## src/porst_pkg.sv

```systemverilog
// package for the power-on reset timer: constants, modes, state carriers
`default_nettype none
package porst_pkg;
    // oscillator mode encodings of the two select bits
    typedef enum logic [1:0] {
        low_power_crystal_mode = 2'h0,
        crystal_resonator_mode = 2'h1,
        high_speed_crystal_mode = 2'h2,
        resistor_capacitor_osc_mode = 2'h3
    } porst_osc_mode_t;

    // clock and delay timing
    localparam int CLK_PERIOD_NS = 40;
    localparam int RESET_DELAY_PERIOD_MS = 18;
    localparam int RESET_DELAY_CYCLES = (RESET_DELAY_PERIOD_MS * 1000000) / CLK_PERIOD_NS;
    localparam int TIMER_W = 20;
    localparam logic [TIMER_W-1:0] TIMER_RESET = 20'h0_0000;
    localparam logic [1:0] SYNC_RESET = 2'h0;

    // sequencer states, gray along the path
    typedef enum logic [1:0] {
        porst_hold = 2'b00,
        porst_count = 2'b01,
        porst_run = 2'b11
    } porst_state_t;

    // oscillator configuration outputs
    typedef struct packed {
        logic ext_clock_allowed;
        logic crystal_drive_en;
        logic rc_osc_en;
        porst_osc_mode_t mode;
    } porst_osc_cfg_t;

    typedef struct packed {
        porst_state_t state;
        logic [TIMER_W-1:0] timer;
        logic chip_reset;
    } porst_seq_t;

    typedef struct packed {
        logic [1:0] sync;
    } porst_sync_t;

    // true for any of the three crystal modes
    function automatic logic porst_is_crystal(input porst_osc_mode_t m);
        return m != resistor_capacitor_osc_mode;
    endfunction
endpackage
`default_nettype wire

```

## src/porst_sync.sv

```systemverilog
// two-flop synchroniser for the master clear pin
`default_nettype none
module porst_sync
    import porst_pkg::*;
(
    input wire logic mclk,
    input wire logic rst_n,
    input wire logic din,
    output logic dout
);
    porst_sync_t st;
    porst_sync_t next_st;

    // shift the pin level through two stages
    always_comb begin
        next_st = st;
        next_st.sync = {st.sync[0], din};
    end

    always_ff @(posedge mclk or negedge rst_n) begin
        if (!rst_n) begin
            st.sync <= SYNC_RESET;
        end else begin
            st <= next_st;
        end
    end

    assign dout = st.sync[1];
endmodule // porst_sync
`default_nettype wire

```

## src/porst_timer.sv

```systemverilog
// power-on reset latch, reset-delay timer and oscillator mode decode
`default_nettype none
module porst_timer
    import porst_pkg::*;
#(
    parameter int DELAY_CYCLES = RESET_DELAY_CYCLES
) (
    input wire logic mclk,
    input wire logic rst_n,
    input wire logic master_clear_n,
    input wire logic [1:0] osc_select_bits,
    output logic chip_reset,
    output logic ext_clock_allowed,
    output logic crystal_drive_en,
    output logic rc_osc_en,
    output logic [1:0] osc_mode
);
    localparam logic [TIMER_W-1:0] LAST = TIMER_W'(DELAY_CYCLES - 1);

    logic master_clear_n_high;
    porst_seq_t seq;
    porst_seq_t next_seq;
    porst_osc_cfg_t cfg;
    porst_osc_cfg_t next_cfg;

    // pin passes two flops before any logic reads it
    porst_sync u_sync (
        .mclk(mclk),
        .rst_n(rst_n),
        .din(master_clear_n),
        .dout(master_clear_n_high)
    );

    // reset latch and delay timer sequencing
    always_comb begin
        next_seq = seq;
        unique case (seq.state)
            porst_hold: begin
                next_seq.timer = TIMER_RESET;
                next_seq.chip_reset = 1'b1;
                if (master_clear_n_high) begin
                    next_seq.state = porst_count;
                end
            end
            porst_count: begin
                if (!master_clear_n_high) begin
                    next_seq.state = porst_hold;
                    next_seq.timer = TIMER_RESET;
                end else if (seq.timer == LAST) begin
                    next_seq.state = porst_run;
                    next_seq.chip_reset = 1'b0;
                end else begin
                    next_seq.timer = seq.timer + 1'b1;
                end
            end
            porst_run: begin
                // latch stays clear; the power-up reset or a low master clear pin re-arms it
                next_seq.chip_reset = 1'b0;
                if (!master_clear_n_high) begin // pin reset re-arms the delay
                    next_seq.state = porst_hold;
                    next_seq.chip_reset = 1'b1;
                    next_seq.timer = TIMER_RESET;
                end
            end
            default: begin
                next_seq.state = porst_hold;
                next_seq.chip_reset = 1'b1;
                next_seq.timer = TIMER_RESET;
            end
        endcase
    end

    // oscillator mode decode, registered
    always_comb begin
        next_cfg.mode = porst_osc_mode_t'(osc_select_bits);
        next_cfg.ext_clock_allowed = porst_is_crystal(next_cfg.mode);
        next_cfg.crystal_drive_en = porst_is_crystal(next_cfg.mode);
        next_cfg.rc_osc_en = !porst_is_crystal(next_cfg.mode);
    end

    // power-up sets the latch and clears the timer
    always_ff @(posedge mclk or negedge rst_n) begin
        if (!rst_n) begin
            seq.state <= porst_hold;
            seq.timer <= TIMER_RESET;
            seq.chip_reset <= 1'b1;
            cfg.mode <= low_power_crystal_mode;
            cfg.ext_clock_allowed <= 1'b1;
            cfg.crystal_drive_en <= 1'b1;
            cfg.rc_osc_en <= 1'b0;
        end else begin
            seq <= next_seq;
            cfg <= next_cfg;
        end
    end

    assign chip_reset = seq.chip_reset;
    assign ext_clock_allowed = cfg.ext_clock_allowed;
    assign crystal_drive_en = cfg.crystal_drive_en;
    assign rc_osc_en = cfg.rc_osc_en;
    assign osc_mode = cfg.mode;

    // reset held while waiting for master clear
    property p_hold_while_low;
        @(posedge mclk) disable iff (!rst_n)
        (seq.state == porst_hold) |-> chip_reset;
    endproperty
    a_hold_while_low: assert property (p_hold_while_low) else $error("reset dropped before count");

    // timer stays clear until master clear high
    property p_timer_idle;
        @(posedge mclk) disable iff (!rst_n)
        (seq.state == porst_hold) |-> (seq.timer == TIMER_RESET);
    endproperty
    a_timer_idle: assert property (p_timer_idle) else $error("timer ran in hold");

    // release exactly on the last count
    property p_release;
        @(posedge mclk) disable iff (!rst_n)
        (seq.state == porst_count && master_clear_n_high && seq.timer == LAST) |=> !chip_reset;
    endproperty
    a_release: assert property (p_release) else $error("reset not released at time-out");

    // no early release
    property p_no_early;
        @(posedge mclk) disable iff (!rst_n)
        $fell(chip_reset) |-> ($past(seq.timer) == LAST);
    endproperty
    a_no_early: assert property (p_no_early) else $error("reset released early");

    // low pin during count restarts the delay
    property p_restart;
        @(posedge mclk) disable iff (!rst_n)
        (seq.state == porst_count && !master_clear_n_high) |=> (seq.timer == TIMER_RESET && chip_reset);
    endproperty
    a_restart: assert property (p_restart) else $error("timer not cleared on master clear");

    // counting advances by one while high
    property p_count_step;
        @(posedge mclk) disable iff (!rst_n)
        (seq.state == porst_count && master_clear_n_high && seq.timer != LAST) |=> (seq.timer == $past(seq.timer) + 1'b1);
    endproperty
    a_count_step: assert property (p_count_step) else $error("timer did not advance");

    // mode output follows select bits one cycle later
    property p_mode;
        @(posedge mclk) disable iff (!rst_n)
        1'b1 |=> (osc_mode == $past(osc_select_bits));
    endproperty
    a_mode: assert property (p_mode) else $error("oscillator mode wrong");

    // external clock allowed only in crystal modes
    property p_ext_clk;
        @(posedge mclk) disable iff (!rst_n)
        1'b1 |=> (ext_clock_allowed == ($past(osc_select_bits) != 2'h3));
    endproperty
    a_ext_clk: assert property (p_ext_clk) else $error("external clock permission wrong");

    // run state keeps reset clear while pin high
    property p_run_stays;
        @(posedge mclk) disable iff (!rst_n)
        (seq.state == porst_run && master_clear_n_high) |=> !chip_reset;
    endproperty
    a_run_stays: assert property (p_run_stays) else $error("spurious reset in run");

    // pin low keeps the sequencer waiting
    property p_wait_for_pin;
        @(posedge mclk) disable iff (!rst_n)
        (seq.state == porst_hold && !master_clear_n_high) |=> (seq.state == porst_hold);
    endproperty
    a_wait_for_pin: assert property (p_wait_for_pin) else $error("timer started while pin low");

    // first high sample starts the count from zero
    property p_start_count;
        @(posedge mclk) disable iff (!rst_n)
        (seq.state == porst_hold && master_clear_n_high) |=> (seq.state == porst_count && seq.timer == TIMER_RESET);
    endproperty
    a_start_count: assert property (p_start_count) else $error("count did not start from zero");

    // reset stays asserted for the whole count
    property p_held_in_count;
        @(posedge mclk) disable iff (!rst_n)
        (seq.state == porst_count) |-> chip_reset;
    endproperty
    a_held_in_count: assert property (p_held_in_count) else $error("reset dropped during count");

    // timer never runs past its last count
    property p_timer_bound;
        @(posedge mclk) disable iff (!rst_n)
        seq.timer <= LAST;
    endproperty
    a_timer_bound: assert property (p_timer_bound) else $error("timer past last count");

    // pin low after release re-arms the latch and clears the timer
    property p_rearm;
        @(posedge mclk) disable iff (!rst_n)
        (seq.state == porst_run && !master_clear_n_high) |=> (chip_reset && seq.timer == TIMER_RESET);
    endproperty
    a_rearm: assert property (p_rearm) else $error("pin low did not re-arm reset");

    // rc oscillator only in the resistor-capacitor mode
    property p_rc_osc;
        @(posedge mclk) disable iff (!rst_n)
        1'b1 |=> (rc_osc_en == ($past(osc_select_bits) == 2'h3));
    endproperty
    a_rc_osc: assert property (p_rc_osc) else $error("rc oscillator enable wrong");

    // crystal driver on in every crystal mode
    property p_crystal_drive;
        @(posedge mclk) disable iff (!rst_n)
        1'b1 |=> (crystal_drive_en == ($past(osc_select_bits) != 2'h3));
    endproperty
    a_crystal_drive: assert property (p_crystal_drive) else $error("crystal drive enable wrong");

    c_release: cover property (@(posedge mclk) disable iff (!rst_n) $fell(chip_reset));
    c_restart: cover property (@(posedge mclk) disable iff (!rst_n) seq.state == porst_count && !master_clear_n_high);
    c_rc_mode: cover property (@(posedge mclk) disable iff (!rst_n) rc_osc_en);
    c_rearm: cover property (@(posedge mclk) disable iff (!rst_n) seq.state == porst_run && !master_clear_n_high);
    c_last_count: cover property (@(posedge mclk) disable iff (!rst_n) seq.state == porst_count && seq.timer == LAST);
endmodule // porst_timer
`default_nettype wire

```

## config.mk

```make
export PLATFORM = sky130hd
export DESIGN_NAME = porst_timer
export DESIGN_NICKNAME = d
export VERILOG_FILES = /design/src/porst_pkg.sv /design/src/porst_sync.sv /design/src/porst_timer.sv
export SDC_FILE = /design/constraint.sdc
export NUM_CORES = 1
export LEC_CHECK = 0
export BUFFER_PORTS_ARGS = -buffer_cell sky130_fd_sc_hd__buf_2
export CAP_MARGIN = 20
export CORE_MARGIN = 2
export CORE_UTILIZATION = 25
export CTS_CLUSTER_DIAMETER = 50
export DETAILED_ROUTE_END_ITERATION = 10
export PLACE_DENSITY = 0.45
export SLEW_MARGIN = 20
export SYNTH_ARGS = -nofsm -noshare
export SYNTH_HDL_FRONTEND = slang
export SYNTH_SLANG_ARGS = --single-unit
export TNS_END_PERCENT = 100
```

## constraint.sdc

```tcl
create_clock -name mclk -period 4.55 [get_ports mclk]
set_clock_uncertainty 0.1 [all_clocks]
set_input_delay 0.91 -clock mclk [delete_from_list [all_inputs] [get_ports mclk]]
set_output_delay 0.91 -clock mclk [all_outputs]
set_load 0.005 [all_outputs]
```

# Word level (Yosys, flattened, before mapping)
# Cells that the tools add are included.
[totals]
out_inout_bits = 6
regBits = 29
[classes]
mux = 8
n_addsub = 1
n_reduce_logical = 5
n_eq_ne = 10
[ops]
columns = ["operator", "count"]
rows = [
  ["$pmux W23 S3", 1],
  ["$mux W23", 1],
  ["$mux W22", 1],
  ["$add A20 B1 Y20 const B", 1],
  ["$eq A20 B19 Y1 const B", 1],
  ["$mux W20", 1],
  ["$ne A2 B2 Y1 const B", 3],
  ["$ne A3 B3 Y1 const B", 2],
  ["$mux W2", 2],
  ["$ne A2 B1 Y1 const B", 2],
  ["$reduce_and A2 Y1", 2],
  ["$reduce_and A3 Y1", 1],
  ["$eq A2 B1 Y1 const B", 1],
  ["$eq A2 B2 Y1 const B", 1],
  ["$logic_not A2 Y1", 1],
  ["$mux W1", 2],
  ["$logic_not A1 Y1", 1],
]

# Logic depth before layout (Yosys ltp)
# Gate-level depths: netlist (run 1).
[depth]
depth_word = 4
ltp_mapped = 6

# Cells and area by module
# From an unflattened synthesis (run 1), not the netlist that was laid out.
[unflattened]
hier_cells = 145
hier_area_um2 = 1492.7
[by_module_without_submodules]
columns = ["mod", "area_each_um2", "seq_area_each_um2", "n_inst", "cells_per_inst"]
rows = [
  ["porst_timer", 1442.6, 678.2, 1, 143],
  ["porst_sync", 50.0, 50.0, 1, 2],
]

# Worst setup path before layout (run 1)
# OpenSTA, ideal clock, no wires.
[synth_timing]
kind = "flip-flop to flip-flop"
start = "register seq[6] (netlist bit)"
end = "register seq[12] (netlist bit)"
n_path_buf = 0
period_less_slack_ns = 1.937
arrival_ns = 1.717
slack_ns = 2.613
path_stages_with_launch = 5
path_cell_list = "dfrtp_1 > or4b_4 > nor4_4 > a211oi_2 > a31o_2"
[synth_via]
elab_chain_len = 4
[synth_rtl]
columns = ["element", "line_no", "rtl"]
rows = [
  ["start, declared", "porst_timer.sv:21", "porst_seq_t seq;"],
  ["start signal, assigned", "porst_timer.sv:92", "seq <= next_seq;"],
  ["$add A20 B1 Y20", "porst_timer.sv:53", "next_seq.timer = seq.timer + 1'b1;"],
  ["$mux W20", "porst_timer.sv:49", "end else if (seq.timer == LAST) begin"],
  ["$mux W22", "porst_timer.sv:46", "if (!master_clear_n_high) begin"],
  ["$pmux W23 S3", "porst_timer.sv:37", "unique case (seq.state)"],
]
# Parallel ways exist; a longest one is shown, timed or not. The select of a mux whose other input is x is not followed.
# A chain may end at the register's enable or synchronous reset.

# Worst setup path in the final report (run 1)
[layout_timing]
start = "register seq[5] (netlist bit)"
end = "register seq[1] (netlist bit)"
[layout_via]
elab_chain_len = 3
[layout_rtl]
columns = ["element", "line_no"]
rows = [
  ["$eq A20 B19 Y1", "porst_timer.sv:49"],
  ["$ne A3 B3 Y1 (no line)", "n/a"],
  ["$reduce_and A2 Y1 (no line)", "n/a"],
]
# Every way passes these cells.

==> results by group, run 1 <==
Floorplanning
  • Initial Util: 0.2608
  • Core area: 5172 um2
  • Ports: 11
  • Die width: 77.45 um
  • # rows: 26
  • Chip Height: 77.45 um
  • Die Area: 5999 um2

CTS
  • Clock root buffer: clkbuf_8
  • Post-CTS setup buffers: 0
  • CTS Buffer Depth: 2
  • Post-CTS Resized: 0
  • Total CTS buffers: 5
  • Worst skew pair latency: 0.28 ns
  • Hold_buf cts: 0
  • CTS Sinks: 29
  • H-tree levels: 2
  • CTS tree: yes
  • Reg clk slew, reported paths: 0.06 ns

Worst setup path
  • Worst stage delay on the critical path: 0.57 ns
  • Crit Path Class: register to register
  • Crit path cell chain: or4b_4 > nor4_4 > a21oi_1 > xnor2_1 > nor2_1
  • Kind of start point of the critical path: register
  • CP Max Fanout: 6
  • Crit end category: register
  • CP delay by family, top: simple AND/OR/NAND/NOR gates
  • Slowest-stage cell, CP: or4b_4
  • Crit path buffers/inverters: 0
  • Worst Path Required: 4.58 ns
  • Worst Path Arrival: between 2 and 2.5 ns

Timing
  • RSZ-0062 raised after global routing: no
  • Setup TNS: 0 ns
  • Crit share post-route: 0.4711
  • Setup violations, final: 0
  • Final Max Slew Viols: 0
  • Slew of the pin with the lowest slew margin: 0.7574 ns
  • Max frequency: 466.5 MHz
  • Min Clock Period, post-route: 2.144 ns
  • Max_slew headroom: 0.4939
  • Final hold violations: 0

Route
  • DRC violations left: 0
  • Routed wire per std cell: 12.71 um
  • Via-per-instance ratio: between 4 and 5
  • Routed Antenna Nets: 0
  • Detailed-route via count: 982
  • Detailed Route WL: roughly 2700 um
  • Initial DRT Pass Iterations: 4
  • Initial DRC Count: 37

GRT
  • Initial antenna violation count: 0
  • First-pass GRT wire length: about 4800 um
  • Grt ovf: 0
  • Vias in the first global route: 1,001
  • Total GRT Usage: 0.1023
  • Largest net degree at the start of global routing: 30

Status
  • Run status: finished clean

Synth
  • EDFF count, synth: 0
  • Post-Syn Area per Cell: 10.30 um2
  • Area contributors post-synth: dfrtp_1, nor2_1, xnor2_1, xor2_1, dfstp_2
  • Gate count after technology mapping: 131
  • YS warnings: 0
  • Seq/Total Area, Yosys: 0.5399
  • Syn Nets: 137
  • Most used DFF post-synth: dfrtp_1
  • Post-synthesis register bit count: 29
  • Synth cell types: 37
  • Yosys top cell by area: dfrtp_1
  • Cell Area, Synth: 1349 um2
  • Synth top area share: 0.5009
  • Asr flop ratio synth: 1.000

Place
  • I/O Buffers: 10
  • Post-DP HPWL: 1871 um
  • Inst Count DP: 206
  • RD Place Congestion: around 0.77
  • Placed Area: 1464 um2

Pwr
  • Leak: 0.6535 nW
  • Comb power frac: 0.036
  • Switching pwr: 109.2 uW
  • Ratio of total power to cell area: 311.7 nW/um2
  • Peak supply drop: 0.0001190 V
  • Switch share: 0.2266
  • Clock network power share: 0.416
  • Reg power frac: 0.548
  • Cell-internal power: 372.8 uW

Final layout
  • Synth-to-layout area growth: 14.66%
  • Core Util, Final: 0.2990
  • Nets: 149
  • N_diodes: 0
  • Share of layout cells above drive strength 1: 0.1736
  • Final Instance Area: 1546 um2
  • Non-filler instance count after layout: 214

Flow run
  • Max-cap violations: 0

Hold path
  • Min-Delay Path Class: register to register
==> cell type report <==
cell class                 count  area, um2
inverter                       4      15.01
timing repair buffer          10      50.05
fill                         542       3626
clock inverter                 2      10.01
sequential                    29      728.2
tap                           70      87.58
clock buffer                   6      72.57
multi-input combinational     93      583.1
==> cells in the mapped netlist, types with 2 or more instances <==
cell / number
a31o_2: 2
nor2_1: 21
a211oi_1: 3
nand3_1: 10
nand2_1: 11
dfstp_2: 2
xnor2_1: 7
xor2_1: 7
nand4_1: 2
and3_1: 2
inv_1: 4
dfrtp_1: 27
nor4_1: 2
o21ai_0: 2
a21oi_1: 4
nor3_1: 2
clkbuf_1: 3
==> stage by stage <==
stage	hold WS, ns	setup slack [ns]	total power, mW
after CTS	0.2568	2.420	0.4897
after global placement	0.2377	2.455	0.2869
after global routing	0.2588	2.299	0.5104
after floorplan	0.2312	2.613	0.2764
final	0.2538	2.406	0.4821
after detailed placement	0.2420	2.430	0.2872
==> cells by family (layout without fill, tap and decap cells) <==
logic type / count (synthesis) / count (layout) / share of synthesized area
buf+inv: 9 / 22 / 0.02782
fa+ha+maj: 1 / 1 / 0.009275
xor+xnor: 14 / 14 / 0.09091
compound gates: 18 / 18 / 0.1002
flops: 29 / 29 / 0.5399
simple gates: 60 / 60 / 0.2319
==> registers in the layout (all words and copies together) (netlist names) <==
| register | flops |
|---|---|
| chip_reset | 1 |
| crystal_drive_en | 1 |
| osc_mode | 2 |
| rc_osc_en | 1 |
| seq | 22 |
| u_sync.st | 2 |
==> layer usage <==
metal / routed length, um / vias up / GRT usage
met5: 0 / - / 0
met4: 36 / 0 / 0.03750
met3: 145 / 5 / 0.03953
met2: 1245 / 25 / 0.1548
met1: 1293 / 470 / 0.1324
li1: - / 482 / -
==> worst register-to-register path, stage by stage, from the launching register on <==
cell and delay, ns:
dfrtp_1 0.43, or4b_4 0.57, nor4_4 0.43, a21oi_1 0.24, xnor2_1 0.18, nor2_1 0.06
==> layout by cell type, fill, tap and decap left out, types with 2 or more instances in the layout <==
cell	count
inv_1	4
nor3_1	2
dfstp_2	2
and3_1	2
a211oi_1	3
nor2_1	21
nand2_1	11
nor4_1	2
a31o_2	2
clkbuf_8	5
nand3_1	10
o21ai_0	2
nand4_1	2
buf_2	10
a21oi_1	4
xor2_1	7
xnor2_1	7
dfrtp_1	27
clkinv_2	2
==> path summary, 6_finish.rpt <==
| kind | from | to | slack [ns] | cells after the start |
|---|---|---|---|---|
| worst max-delay path | seq[5] | seq[1] | 2.41 | 5 |
| worst min-delay path | u_sync.st[0] | u_sync.st[1] | 0.25 | 0 |
| worst max register to register | seq[5] | seq[1] | 2.41 | 5 |
| worst min register to register | u_sync.st[0] | u_sync.st[1] | 0.25 | 0 |
| max in group asynchronous | rst_n | seq[9] | 3.37 | 1 |
| min in group asynchronous | rst_n | seq[12] | 0.56 | 1 |
==> power groups by stage <==
stage / registers (mW) / clock network (mW) / logic [mW]
finish: 0.264 / 0.200 / 0.0175
global route: 0.264 / 0.226 / 0.0202
CTS: 0.264 / 0.207 / 0.0183
detailed placement: 0.269 / 0 / 0.0184
global placement: 0.269 / 0 / 0.0182
floorplan: 0.269 / 0 / 0.00751
Note: power is estimated with default switching activity, not from simulation.
==> inputs of run 2 (changes only) <==
- ABC_AREA: unset -> 1
- clock period: 4.55 -> 2.2 ns (I/O delays scaled with it)
==> results by group, run 2 <==
Place
  • I/O Buffers: 10 (unchanged)
  • Inst Count DP: 290 (+41%)
  • Post-DP HPWL: 2803 um (+50%)
  • RD Place Congestion: 0.8260 (+7.0%)

GRT
  • Total GRT Usage: 0.1135 (+0.01124)
  • Vias in the first global route: 1,301 (+30%)
  • First-pass GRT wire length: 6244 um (+31%)
  • Initial antenna violation count: 0 (unchanged)
  • Grt ovf: 0 (unchanged)
  • Largest net degree at the start of global routing: 30 (unchanged)

Pwr
  • Tot Pwr: 1.318 mW (+170%)
  • Peak supply drop: 0.0003161 V (+170%)
  • Ratio of total power to cell area: 725.3 nW/um2 (+130%)
  • Leak: 0.7901 nW (+21%)

CTS
  • Reg clk slew, reported paths: 0.07 ns (about the same)
  • H-tree levels: 2 (unchanged)
  • CTS Sinks: 29 (unchanged)
  • Post-CTS setup buffers: 0 (unchanged)
  • CTS Buffer Depth: 2 (unchanged)
  • Clock root buffer: clkbuf_8
  • CTS tree: yes
  • Post-CTS Resized: 0 (unchanged)
  • Worst skew pair latency: 0.29 ns (about the same)
  • Total CTS buffers: 5 (unchanged)
  • Hold_buf cts: 0 (unchanged)

Timing
  • Crit share post-route: 0.8275 (+0.3564)
  • Setup TNS: 0 ns (unchanged)
  • Final hold violations: 0 (unchanged)
  • Setup violations, final: 0 (unchanged)
  • Max_slew headroom: 0.5499 (+0.05607)
  • RSZ-0062 raised after global routing: no
  • Min Hold Slack: 0.08152 ns (-0.1723 ns)
  • Final Max Slew Viols: 0 (unchanged)
  • Min Clock Period, post-route: 1.821 ns (-0.3230 ns)
  • Slew of the pin with the lowest slew margin: 0.6751 ns (-0.08227 ns)
  • Max frequency: 549.3 MHz (+18%)

Final layout
  • Non-filler instance count after layout: 298 (+39%)
  • Nets: 228 (+53%)
  • Top reg by flops: seq
  • Multi-input gate area: 726.9 um2 (+25%)
  • Core Util, Final: 0.3033 (+0.004274)
  • N_diodes: 0 (unchanged)
  • Share of layout cells above drive strength 1: 0.1525 (-0.02114)
  • Most frequent cells in the layout: nand2_1, nor2_1, dfrtp_1
  • Fillers: 642 (+18%)
  • Synth-to-layout area growth: 15.70%
  • Reg area: 728.2 um2 (unchanged)
  • Most common cell after layout, fill and taps aside: nand2_1
  • Max reg flops: 22 (unchanged)

Synth
  • EDFF count, synth: 0 (unchanged)
  • Synth cell types: 28 (-24%)
  • Seq/Total Area, Yosys: 0.4637 (-0.07614)
  • Post-synth top cells: nand2_1, nor2_1, dfrtp_1
  • Area contributors post-synth: dfrtp_1, nand2_1, nor2_1, nand4_1, inv_1
  • YS warnings: 0 (unchanged)
  • Count leader, synth: nand2_1
  • Post-Syn Area per Cell: 7.549 um2 (-27%)
  • Gate count after technology mapping: 208 (+59%)
  • Yosys top cell by area: dfrtp_1
  • Post-synthesis register bit count: 29 (unchanged)
  • Syn Nets: 214 (+56%)
  • Cell Area, Synth: 1570 um2 (+16%)
  • Most used DFF post-synth: dfrtp_1
  • Synth top area share: 0.4303 (-0.07065)
  • Asr flop ratio synth: 1.000 (unchanged)

Floorplanning
  • Ports: 11 (unchanged)
  • Die width: 83.25 um (+7.5%)
  • Core area: 5991 um2 (+16%)
  • Die Area: 6931 um2 (+16%)
  • Chip Height: 83.25 um (+7.5%)
  • # rows: 28 (+7.7%)
  • Initial Util: 0.2621 (+0.001349)

Worst setup path
  • Reg2reg end: seq[9]
  • Worst r2r src: seq[1]
  • Worst Path Required: 2.28 ns (-2.30 ns)
  • R2R depth: 9 (+4)
  • Worst Path Arrival: 1.90 ns (-0.28 ns)
  • CP endpoint: seq[9]
  • Worst setup path startpoint: seq[1]
  • Kind of start point of the critical path: register
  • Crit end category: register
  • Crit Path Class: register to register
  • Reg2reg setup slack: 0.38 ns (-2.03 ns)
  • CP Max Fanout: 12 (+6)

Route
  • DRC violations left: 0 (unchanged)
  • Routed wire per std cell: 12.61 um (-0.85%)
  • Via-per-instance ratio: 4.534 (-1.2%)
  • Initial DRC Count: 106 (+190%)
  • Detailed Route WL: 3757 um (+38%)
  • Routed Antenna Nets: 0 (unchanged)
  • Initial DRT Pass Iterations: 4 (unchanged)
  • Detailed-route via count: 1,351 (+38%)

Status
  • Run status: finished clean

Flow run
  • Max-cap violations: 0 (unchanged)

Hold path
  • Min-Delay Path Class: input pin to async pin
## run 2: changes by cell type after synthesis, sizes merged, moves of 6 or more
| cell | delta |
|---|---|
| inv | +15 |
| nand2 | +55 |
| nand4 | +9 |
| nor2 | +17 |
| o21ai | +9 |
| xnor2 | -7 |
| xor2 | -6 |
## run 2: critical path, stage by stage (launching register included)
cell and delay (ns):
dfrtp_1 0.41, ha_1 0.24, nand3_1 0.13, nor2_1 0.06, nand2_1 0.07, nand2_2 0.16, nand2_4 0.18, clkinv_2 0.19
nand2_1 0.12, o21ai_2 0.05
## run 2: cell families (layout without fill, tap and decap cells)
group / after synthesis / after routing / share of synthesized area
buf+inv: 24 / 39 / 0.07329
compound gates: 21 / 21 / 0.07968
flops: 29 / 29 / 0.4637
simple gates: 132 / 132 / 0.3697
fa+ha+maj: 1 / 1 / 0.007967
xor+xnor: 1 / 1 / 0.005579
## run 2: worst min path at each step
| stage | from | endpoint | cells past startpoint |
|---|---|---|---|
| CTS | rst_n | seq[7] | 1 |
| global placement | u_sync.st[0] | u_sync.st[1] | 0 |
| finish | rst_n | seq[7] | 1 |
| floorplan | rst_n | osc_mode[0] | 0 |
| detailed placement | u_sync.st[0] | u_sync.st[1] | 0 |
| global route | master_clear_n | u_sync.st[0] | 1 |
## run 2: stage by stage
stage | cell area (um2) | setup WS (ns)
floorplan | 1570 | 0.6463
CTS | 1817 | 0.3812
global route | 1817 | 0.2013
finish | 1817 | 0.3794
detailed placement | 1683 | 0.3948
global placement | 1683 | 0.4227
## run 2: metal layers
layer | GRT usage | part of all wire
met1 | 0.1487 | 0.50
met2 | 0.1818 | 0.46
met3 | 0.03082 | 0.032
met4 | 0.03577 | 0.015
met5 | 0 | 0
## run 2: power by group
group / internal (mW) / switching (mW) / leakage [nW]
Sequential: 0.557 / 0.0225 / 0.383
Combinational: 0.0257 / 0.0441 / 0.339
Clock: 0.450 / 0.219 / 0.0681
## run 2: area by class of cell
cell class / count / share of cell area
clock buffer: 5 / 0.03788
sequential: 29 / 0.4008
tap: 75 / 0.05165
timing repair buffer: 11 / 0.03168
clock inverter: 3 / 0.03581
multi-input combinational: 155 / 0.4001
inverter: 20 / 0.04201
==> inputs of run 3 (changes only) <==
- PLACE_DENSITY: 0.45 -> 0.46
- clock period: 2.2 -> 1.6 ns (I/O delays scaled with it)
==> results by group, run 3 (same netlist as run 2, synthesis figures left out) <==
Floorplanning
  • Ports: 11 (unchanged)
  • # rows: 28 (unchanged)
  • Die Area: 6931 um2 (unchanged)
  • Chip Height: 83.25 um (unchanged)
  • Initial Util: 0.2621 (unchanged)
  • Die width: 83.25 um (unchanged)
  • Core area: 5991 um2 (unchanged)

Worst setup path
  • R2R depth: 10 (+1)
  • Crit end category: register
  • CP Max Fanout: 6 (-6)
  • Worst Path Arrival: 1.64 ns (-0.26 ns)
  • Reg2reg end: seq[19]
  • Crit path cell chain: nand2_2 > nor2_2 > nand2_1 > nor2_2 > nand2_1 > nand2_2 > nand2_4 > buf_6 > a21oi_2 > nor2_1
  • Worst Path Required: 1.68 ns (-0.60 ns)
  • Kind of start point of the critical path: register
  • Worst stage delay on the critical path: 0.42 ns (about the same)
  • Slowest-stage cell, CP: dfrtp_1
  • Crit Path Class: register to register
  • Reg2reg setup slack: 0.04 ns (-0.34 ns)
  • Worst r2r src: seq[11]

CTS
  • Reg clk slew, reported paths: 0.07 ns (about the same)
  • Clock root buffer: clkbuf_8
  • CTS tree: yes
  • CTS Sinks: 29 (unchanged)
  • CTS Buffer Depth: 2 (unchanged)
  • Total CTS buffers: 5 (unchanged)
  • Worst skew pair latency: 0.28 ns (about the same)
  • H-tree levels: 2 (unchanged)

GRT
  • First-pass GRT wire length: 7093 um (+14%)
  • Largest net degree at the start of global routing: 17 (-43%)
  • Vias in the first global route: 1,485 (+14%)
  • Total GRT Usage: 0.1295 (+0.01598)
  • Initial antenna violation count: 0 (unchanged)
  • Grt ovf: 0 (unchanged)

Hold path
  • Min-Delay Path Class: input pin to register
  • Hold Path End: u_sync.st[0]
  • Hold path cells: 1
  • Hold path start: master_clear_n

Place
  • Inst Count DP: 325 (+12%)
  • Setup WS pre-CTS: -0.01911 ns (-0.4139 ns)
  • RD Place Congestion: 0.8664 (+4.9%)
  • Post-DP HPWL: 3218 um (+15%)
  • I/O Buffers: 10 (unchanged)

Timing
  • Max frequency: 642.6 MHz (+17%)
  • Min Clock Period, post-route: 1.556 ns (-0.2645 ns)
  • Min Hold Slack: 0.03910 ns (-0.04242 ns)
  • Final hold violations: 0 (unchanged)
  • RSZ-0062 raised after global routing: yes
  • Slew of the pin with the lowest slew margin: 0.3599 ns (-0.3152 ns)
  • Setup violations, final: 0 (unchanged)
  • Final Max Slew Viols: 0 (unchanged)
  • Crit share post-route: 0.9725 (+0.1450)
  • Final setup margin: 0.04393 ns (-0.3355 ns)
  • Max_slew headroom: 0.7601 (+0.2101)

Route
  • Via-per-instance ratio: 4.503 (-0.67%)
  • Initial DRC Count: 86 (-19%)
  • Detailed Route WL: 4223 um (+12%)
  • DRC violations left: 0 (unchanged)
  • Routed Antenna Nets: 0 (unchanged)
  • Routed wire per std cell: 12.57 um (-0.31%)
  • Detailed-route via count: 1,513 (+12%)
  • Initial DRT Pass Iterations: 4 (unchanged)

Final layout
  • Fillers: 631 (-1.7%)
  • Share of layout cells above drive strength 1: 0.3755 (+0.2230)
  • Most frequent cells in the layout: nand2_1, buf_4, nor2_1
  • Nets: 266 (+17%)
  • Top reg by flops: seq
  • Non-filler instance count after layout: 336 (+13%)
  • Max reg flops: 22 (unchanged)
  • N_diodes: 0 (unchanged)
  • Most common cell after layout, fill and taps aside: nand2_1
  • Synth-to-layout area growth: 39.36%
  • Core Util, Final: 0.3653 (+0.06203)

Flow run
  • Max-cap violations: 0 (unchanged)

Pwr
  • Peak supply drop: 0.0005781 V (+83%)
  • Cell-internal power: 1.170 mW (+13%)
  • Clock network power share: 0.375 (-0.132)
  • Comb power frac: 0.128 (+0.075)
  • Reg power frac: 0.497 (+0.057)
  • Switch share: 0.2706 (+0.05407)
  • Ratio of total power to cell area: 732.9 nW/um2 (+1.0%)
  • Switching pwr: 434.0 uW (+52%)
  • Leak: 0.9880 nW (+25%)

Status
  • Run status: finished clean
## run 3: cell types whose count changed in the layout (fill, tap and decap cells not counted), sizes merged
cell,change
clkinv,+1
dlygate4sd3,+1
clkinvlp,+1
bufinv,-2
buf,+37
## run 3: final cells by class
class	count	area, um2	area share
multi-input cells	155	819.5	0.3745
flip-flops and latches	29	732.0	0.3345
repair buffers	49	376.6	0.1721
well taps	75	93.84	0.04288
inverters	20	80.08	0.03659
clock buffers	5	68.82	0.03145
clock inverters	3	17.52	0.008005
## run 3: layer usage
layer | up-vias | GRT usage | wire, um
li1 | 776 | - | -
met1 | 704 | 0.1760 | 2085
met2 | 26 | 0.1957 | 1929
met3 | 7 | 0.03678 | 152
met4 | 0 | 0.04769 | 56
met5 | - | 0 | 0
## run 3: power by group through the flow
| stage | registers (mW) | clock network (mW) | logic, mW |
|---|---|---|---|
| final | 0.798 | 0.601 | 0.205 |
| after global routing | 0.802 | 0.658 | 0.225 |
| after CTS | 0.786 | 0.625 | 0.161 |
| after detailed placement | 0.798 | 0 | 0.154 |
| after global placement | 0.795 | 0 | 0.151 |
| after floorplan | 0.804 | 0 | 0.0596 |
## run 3: how the worst max path moves through the flow
| stage | from | end | slack, ns | depth (start not counted) |
|---|---|---|---|---|
| global placement | seq[1] | seq[9] | 0.02 | 9 |
| global route | seq[1] | seq[19] | -0.08 | 9 |
| floorplan | seq[1] | seq[13] | 0.05 | 10 |
| finish | seq[11] | seq[19] | 0.04 | 10 |
| detailed placement | seq[1] | seq[1] | -0.02 | 9 |
| CTS | seq[1] | seq[19] | 0.009 | 9 |
## run 3: repair_timing
action                                  CTS  global route
resized for setup                         5            35
setup buffers                             0             2
hold endpoints to repair                 12             0
endpoints found under the setup margin   10            20
pin swaps                                 1            19
hold buffers                              1             0
## run 3: through the flow
step	setup TNS, ns	instance area, um2	power (mW)
4_1_cts	0	2072	1.572
6_report	0	2188	1.604
5_1_grt	-0.5405	2188	1.686
3_5_place_dp	-0.04570	1958	0.9525
3_3_place_gp	0	1958	0.9463
2_1_floorplan	0	1570	0.8632
## run 3: critical path, delay by kind of cell (launching register included)
kind / cells / cell delay, ns
simple gates: 8 / 0.68
flops: 1 / 0.42
buf+inv: 1 / 0.14
compound gates: 1 / 0.12
